### src/hps_pkg.sv
package hps_pkg;
  localparam int HPS_PORTS = 4;
  localparam int HPS_CLK_HZ = 40000000;
  localparam int HPS_FILT_NS = 200;
  localparam int HPS_FILT_CYC = (HPS_FILT_NS * (HPS_CLK_HZ / 1000000) + 999) / 1000;
  localparam int HPS_FILT_W = 4;
  localparam logic [HPS_PORTS-1:0] HPS_PWR_RST = 4'hf;
  localparam logic [3:0] HPS_MCLK_DIV = 4'h9;

  typedef enum logic [1:0]
  {
    HPS_ST_RESET = 2'h0,
    HPS_ST_RUN = 2'h1,
    HPS_ST_SUSP = 2'h3
  } hps_state_t;

  typedef struct packed
  {
    logic clk_o;
    logic clk_oe_b;
    logic io_o;
    logic io_oe_b;
  } hps_mem_pins_t;

  typedef struct packed
  {
    logic [HPS_FILT_W-1:0] cnt;
    logic flag;
  } hps_filt_t;

  typedef struct packed
  {
    hps_state_t st;
    logic gang;
    logic mem_en;
    logic [3:0] div;
    hps_mem_pins_t mem;
    logic [HPS_PORTS-1:0] pwr_n;
    logic susp;
  } hps_top_t;
endpackage : hps_pkg

### src/hps_oc_filter.sv
`timescale 1ns/10ps
module hps_oc_filter
  import hps_pkg::*;
(
  input wire logic clk,
  input wire logic rst_b,
  input wire logic oc_n,
  output logic oc_seen
);
  hps_filt_t s_r;
  hps_filt_t s_nxt;

  // count consecutive low samples, clear on any high sample
  always_comb
  begin
    s_nxt = s_r;
    if (oc_n)
    begin
      s_nxt.cnt = '0;
      s_nxt.flag = 1'b0;
    end
    else if (s_r.cnt < HPS_FILT_W'(HPS_FILT_CYC))
    begin
      s_nxt.cnt = s_r.cnt + HPS_FILT_W'(1);
    end
    else
    begin
      s_nxt.flag = 1'b1;
    end
  end

  always_ff @(posedge clk or negedge rst_b)
  begin
    if (!rst_b)
      s_r <= '0;
    else
      s_r <= s_nxt;
  end

  assign oc_seen = s_r.flag;
endmodule : hps_oc_filter

### src/hps_port_ctrl.sv
`timescale 1ns/10ps
// Notes on behaviour
// - with memory select high the serial memory pins stay released; the data pin is read only as the gang strap.
// - with memory select low the shared pins become serial memory clock and data.
// - over-current inputs are active low and filtered before use.
// - per-port mode gives each of four ports its own over-current input.
// - ganged mode accepts a report on any input; the board ties them together.
// - power controls are active-low outputs driven to both levels.
// - reset low returns all logic to its initial state.
// - suspend status is high in suspend and low in normal operation.
// - the logic runs from a single reference clock fed by an oscillator.
// - gang mode switches all power outputs together and any report turns all off.
// - per-port mode runs each power output and input independently.
// - with memory disabled the shared data pin selects gang mode.
module hps_port_ctrl
  import hps_pkg::*;
(
  input wire logic clk,
  input wire logic rst_b,
  input wire logic serial_mem_select_n,
  input wire logic serial_mem_io_i,
  input wire logic [HPS_PORTS-1:0] port_overcurrent_n,
  input wire logic [HPS_PORTS-1:0] port_power_req,
  input wire logic suspend_req,
  input wire logic mem_clock_req,
  input wire logic mem_io_drive,
  input wire logic mem_io_val,
  output logic [HPS_PORTS-1:0] port_power_on_n,
  output logic [HPS_PORTS-1:0] port_oc_status,
  output logic suspend_status,
  output logic gang_mode,
  output logic serial_mem_clock_o,
  output logic serial_mem_clock_oe_b,
  output logic serial_mem_io_o,
  output logic serial_mem_io_oe_b
);
  hps_top_t s_r;
  hps_top_t s_nxt;
  logic [HPS_PORTS-1:0] oc_seen;
  logic [HPS_PORTS-1:0] oc_r;
  logic any_oc;

  for (genvar i = 0; i < HPS_PORTS; i++)
  begin : g_filt
    hps_oc_filter u_filt
    (
      .clk(clk),
      .rst_b(rst_b),
      .oc_n(port_overcurrent_n[i]),
      .oc_seen(oc_seen[i])
    );
  end

  assign any_oc = |oc_seen;

  always_ff @(posedge clk or negedge rst_b)
  begin
    if (!rst_b)
      oc_r <= '0;
    else
      oc_r <= oc_seen;
  end

  always_comb
  begin
    s_nxt = s_r;
    case (s_r.st)
      HPS_ST_RESET:
      begin
        s_nxt.mem_en = !serial_mem_select_n;
        s_nxt.gang = serial_mem_select_n && serial_mem_io_i;
        s_nxt.st = HPS_ST_RUN;
      end
      HPS_ST_RUN:
        if (suspend_req)
          s_nxt.st = HPS_ST_SUSP;
      HPS_ST_SUSP:
        if (!suspend_req)
          s_nxt.st = HPS_ST_RUN;
      default:
        s_nxt.st = HPS_ST_RESET;
    endcase
    s_nxt.susp = (s_nxt.st == HPS_ST_SUSP);
    if (s_r.gang)
      s_nxt.pwr_n = (port_power_req[0] && !any_oc) ? '0 : '1;
    else
      s_nxt.pwr_n = ~(port_power_req & ~oc_seen);
    // serial memory pins only live while memory is selected
    if (s_r.mem_en)
    begin
      s_nxt.div = (s_r.div == HPS_MCLK_DIV) ? 4'h0 : s_r.div + 4'h1;
      if (s_r.div == HPS_MCLK_DIV)
        s_nxt.mem.clk_o = mem_clock_req && !s_r.mem.clk_o;
      s_nxt.mem.clk_oe_b = 1'b0;
      s_nxt.mem.io_o = mem_io_val;
      s_nxt.mem.io_oe_b = !mem_io_drive;
    end
    else
    begin
      s_nxt.div = 4'h0;
      s_nxt.mem = '{clk_o: 1'b0, clk_oe_b: 1'b1, io_o: 1'b0, io_oe_b: 1'b1};
    end
  end

  // one clock domain; everything initialised by reset
  always_ff @(posedge clk or negedge rst_b)
  begin
    if (!rst_b)
    begin
      s_r <= '0;
      s_r.pwr_n <= HPS_PWR_RST;
      s_r.mem <= '{clk_o: 1'b0, clk_oe_b: 1'b1, io_o: 1'b0, io_oe_b: 1'b1};
    end
    else
      s_r <= s_nxt;
  end

  assign port_power_on_n = s_r.pwr_n;
  assign port_oc_status = oc_r;
  assign suspend_status = s_r.susp;
  assign gang_mode = s_r.gang;
  assign serial_mem_clock_o = s_r.mem.clk_o;
  assign serial_mem_clock_oe_b = s_r.mem.clk_oe_b;
  assign serial_mem_io_o = s_r.mem.io_o;
  assign serial_mem_io_oe_b = s_r.mem.io_oe_b;
endmodule : hps_port_ctrl

### config.mk
export PLATFORM = sky130hd
export DESIGN_NAME = hps_port_ctrl
export DESIGN_NICKNAME = d
export VERILOG_FILES = /design/src/hps_pkg.sv /design/src/hps_oc_filter.sv /design/src/hps_port_ctrl.sv
export SDC_FILE = /design/constraint.sdc
export NUM_CORES = 1
export LEC_CHECK = 0
export ABC_AREA = 1
export BUFFER_PORTS_ARGS = -buffer_cell sky130_fd_sc_hd__buf_2
export CORE_MARGIN = 1
export CORE_UTILIZATION = 54
export DETAILED_ROUTE_END_ITERATION = 10
export PLACE_DENSITY = 0.78
export SYNTH_ARGS = -nofsm -noshare
export SYNTH_HDL_FRONTEND = slang
export SYNTH_HIERARCHICAL = 1
export SYNTH_SLANG_ARGS = --single-unit
### constraint.sdc
create_clock -name clk -period 1.2 [get_ports clk]
set_input_delay 0.24 -clock clk [delete_from_list [all_inputs] [get_ports clk]]
set_output_delay 0.24 -clock clk [all_outputs]
set_load 0.02 [all_outputs]
==> load_flow_metrics.sql <==
INSERT INTO impl_metrics (metric_group, metric, value, unit) VALUES
('run_status', 'outcome', 'finished, violations left', ''),
('run_status', 'violations', 'design-rule violations, negative setup slack', ''),
('power_and_ir_drop', 'leakage', '1.092', 'nW'),
('route', 'via_per_inst', '5.042', ''),
('clocking', 'clk_latency', '340', 'ps'),
('worst_setup_path', 'timing.critical_path.buf_inv', '1', ''),
('finish', 'multiInputGateArea', '516.7', 'um^2'),
('floorplanning', 'die-height', '57.81', 'um'),
('sta', 'timing.final.crit_share', '103.4', '%'),
('finish', 'final_layout_size_suffix_gt1_share', '28.71', '%'),
('placement', 'setup_slack_placement', '102.9', 'ps'),
('floorplanning', 'io-pin-count', '30', ''),
('min_path', 'min_path_type', 'in2reg', ''),
('route', 'initialDrtViolationCount', '33', ''),
('sta', 'timing.setup.tns', '-180.3', 'ps'),
('synth', 'synth.cells.most_frequent', 'sky130_fd_sc_hd__nand2_1 (36), sky130_fd_sc_hd__dfrtp_1 (35), sky130_fd_sc_hd__nand3_1 (20), sky130_fd_sc_hd__inv_1 (18), sky130_fd_sc_hd__nor2_1 (12)', ''),
('grt', 'number_of_global_route_vias_before_repair', '1149', ''),
('worst_setup_path', 'critPathMaxFanout', '1', ''),
('min_path', 'hold_path_startpoint', 'port_overcurrent_n[1]', ''),
('floorplanning', 'design.core.area', '2853', 'um^2'),
('worst_setup_path', 'slowest_stage', 'sky130_fd_sc_hd__dfstp_2', ''),
('synth', 'yosysTopAreaCell', 'sky130_fd_sc_hd__dfrtp_1', ''),
('placement', 'port-buffer-count', '29', ''),
('clocking', 'cts_buffer_depth', '2', ''),
('finish', 'syn2layout_area_growth', '19.72', '%'),
('worst_setup_path', 'path_class', 'reg2out', ''),
('synth', 'yosys.area_share.adder', '4.464', '%'),
('clocking', 'clockRootBuffer', 'sky130_fd_sc_hd__clkbuf_4', ''),
('power_and_ir_drop', 'max-vdd-ir-drop', '1.123', 'mV'),
('sta', 'tightest_slew', '209.4', 'ps'),
('grt', 'maximum_number_of_pins_on_one_net_before_global_route_repair', '42', ''),
('worst_setup_path', 'startpoint_of_the_worst_register_to_register_path', 's_r[9]', ''),
('route', 'num_vias', '1210', ''),
('power_and_ir_drop', 'p_total', '2.714', 'mW'),
('placement', 'dpl.hpwl', '2.088', 'mm'),
('finish', 'antenna_cells_inserted', '0', ''),
('clocking', 'number_of_clock_sinks_seen_by_cts', '41', ''),
('sta', 'layout_min_cycle_time', '1241', 'ps'),
('floorplanning', 'die_area', '3341', 'um^2'),
('synth', 'postSynthRegisterBits', '41', ''),
('route', 'drcViolationCount', '2', ''),
('grt', 'grt.total_usage', '18.77', '%'),
('placement', 'numPlacedInstances', '228', ''),
('sta', 'rsz0062_at_grt', 'yes', ''),
('flow_run', 'max_cap_violations', '0', ''),
('synth', 'synth.yosys.seq_area_share', '61.46', '%'),
('placement', 'place_congestion', '0.7213', ''),
('synth', 'synth_compound_gate_area_share', '5.060', '%'),
('synth', 'synthMostInstantiatedCell', 'sky130_fd_sc_hd__nand2_1', ''),
('synth', 'yosys_warnings', '6', ''),
('worst_setup_path', 'cp_cell_sequence', 'buf_6', ''),
('floorplanning', 'placementRows', '19', ''),
('grt', 'grt_pass1_wl', '4.685', 'mm'),
('finish', 'postLayoutCellArea', '2013', 'um^2'),
('synth', 'synth_enable_flop_cells', '0', ''),
('route', 'first_pass_iteration_count_of_the_detailed_router', '7', ''),
('sta', 'slew-limit-headroom', '86.04', '%'),
('worst_setup_path', 'timing.critical_path.slowest_cell_delay', '550', 'ps'),
('clocking', 'cts_tree', 'yes', ''),
('synth', 'post_synth.cell_area_avg', '9.834', 'um^2'),
('synth', 'synth_top_family_by_area', 'simple AND/OR/NAND/NOR gates', ''),
('worst_setup_path', 'worst_path_dominant_cell_family', 'flip-flops', ''),
('sta', 'setup-violations-final', '6', ''),
('route', 'wl', '2.813', 'mm'),
('sta', 'layout_setup_ws', '-40.72', 'ps'),
('worst_setup_path', 'setup.worst_path.start_class', 'register', ''),
('clocking', 'cts_htree_levels', '2', ''),
('synth', 'synth_cell_type_count', '17', ''),
('worst_setup_path', 'cp_data_required_time', '960', 'ps'),
('sta', 'fin_hold_ws', '55.41', 'ps'),
('floorplanning', 'dieWidth', '57.81', 'um');
-- what timing repair did --
item | in CTS | in global routing
buffers inserted | 0 | 2
hold buffers | 2 | 0
endpoints found under the hold margin | 36 | 0
endpoints found under the setup margin | 6 | 8
gates resized for setup | 12 | 0
cloned | 0 | 0
-- metal layers --
layer / track usage, % / part of all wire, %
met5: 0 / 0
met2: 33.99 / 54
met3: 5.134 / 3.4
met1: 20.82 / 42
met4: 7.483 / 0.64
-- flip-flops by register name (all words and copies together), names as in the netlist --
name / flops
serial_mem_io_o: 1
serial_mem_clock_o: 1
port_oc_status: 4
gang_mode: 1
s_r: 7
suspend_status: 1
g_filt.u_filt/oc_seen: 4
g_filt.u_filt/s_r: 16
serial_mem_io_oe_b: 1
port_power_on_n: 4
serial_mem_clock_oe_b: 1
-- power breakdown --
group	switching [mW]	total [mW]	leakage, nW	internal, mW
combinational	0.155	0.276	0.521	0.121
clock	0.425	0.922	0.0455	0.498
sequential	0.0531	1.52	0.525	1.46
-- cell type report --
cell class / count / area share, %
Multi-Input combinational cell: 99 / 25.67
Clock inverter: 1 / 1.492
Inverter: 27 / 5.034
Clock buffer: 7 / 2.735
Timing Repair Buffer: 34 / 11.81
Tap cell: 31 / 1.927
Sequential cell: 41 / 51.34
-- path summary, 6_finish.rpt --
check / to / slack [ps] / depth (start not counted)
min in group asynchronous: g_filt[0].u_filt/s_r[3] / 390 / 3
max in group asynchronous: port_power_on_n[2] / 570 / 3
min reg2reg: port_oc_status[0] / 420 / 0
max reg2reg: s_r[12] / 80 / 4
max: port_power_on_n[1] / -40 / 1
min: g_filt[1].u_filt/s_r[4] / 60 / 2
-- layout by cell type, fill, tap and decap left out, types with 2 or more instances in the layout --
cell type / Yosys / layout
sky130_fd_sc_hd__dfrtp_1: 35 / 35
sky130_fd_sc_hd__dlygate4sd3_1: 0 / 2
sky130_fd_sc_hd__nand2_1: 36 / 36
sky130_fd_sc_hd__nor2_1: 12 / 12
sky130_fd_sc_hd__o21ai_1: 5 / 5
sky130_fd_sc_hd__inv_2: 9 / 9
sky130_fd_sc_hd__ha_1: 6 / 6
sky130_fd_sc_hd__nand3_1: 20 / 20
sky130_fd_sc_hd__nand3_2: 4 / 4
sky130_fd_sc_hd__o21ai_0: 3 / 3
sky130_fd_sc_hd__buf_2: 0 / 23
sky130_fd_sc_hd__dfstp_2: 6 / 6
sky130_fd_sc_hd__clkbuf_4: 0 / 5
sky130_fd_sc_hd__buf_4: 4 / 2
sky130_fd_sc_hd__a21oi_1: 9 / 9
sky130_fd_sc_hd__inv_1: 18 / 18
sky130_fd_sc_hd__buf_6: 0 / 6
-- logic make-up after synthesis --
kind of cell	after synthesis
AO/OA/AOI/OAI	17
AND/OR/NAND/NOR	75
adder cells (fa/ha/maj)	6
flip-flops	41
buffers and inverters	31
XOR/XNOR	1
No activity file was read; power rests on OpenSTA's default activity.
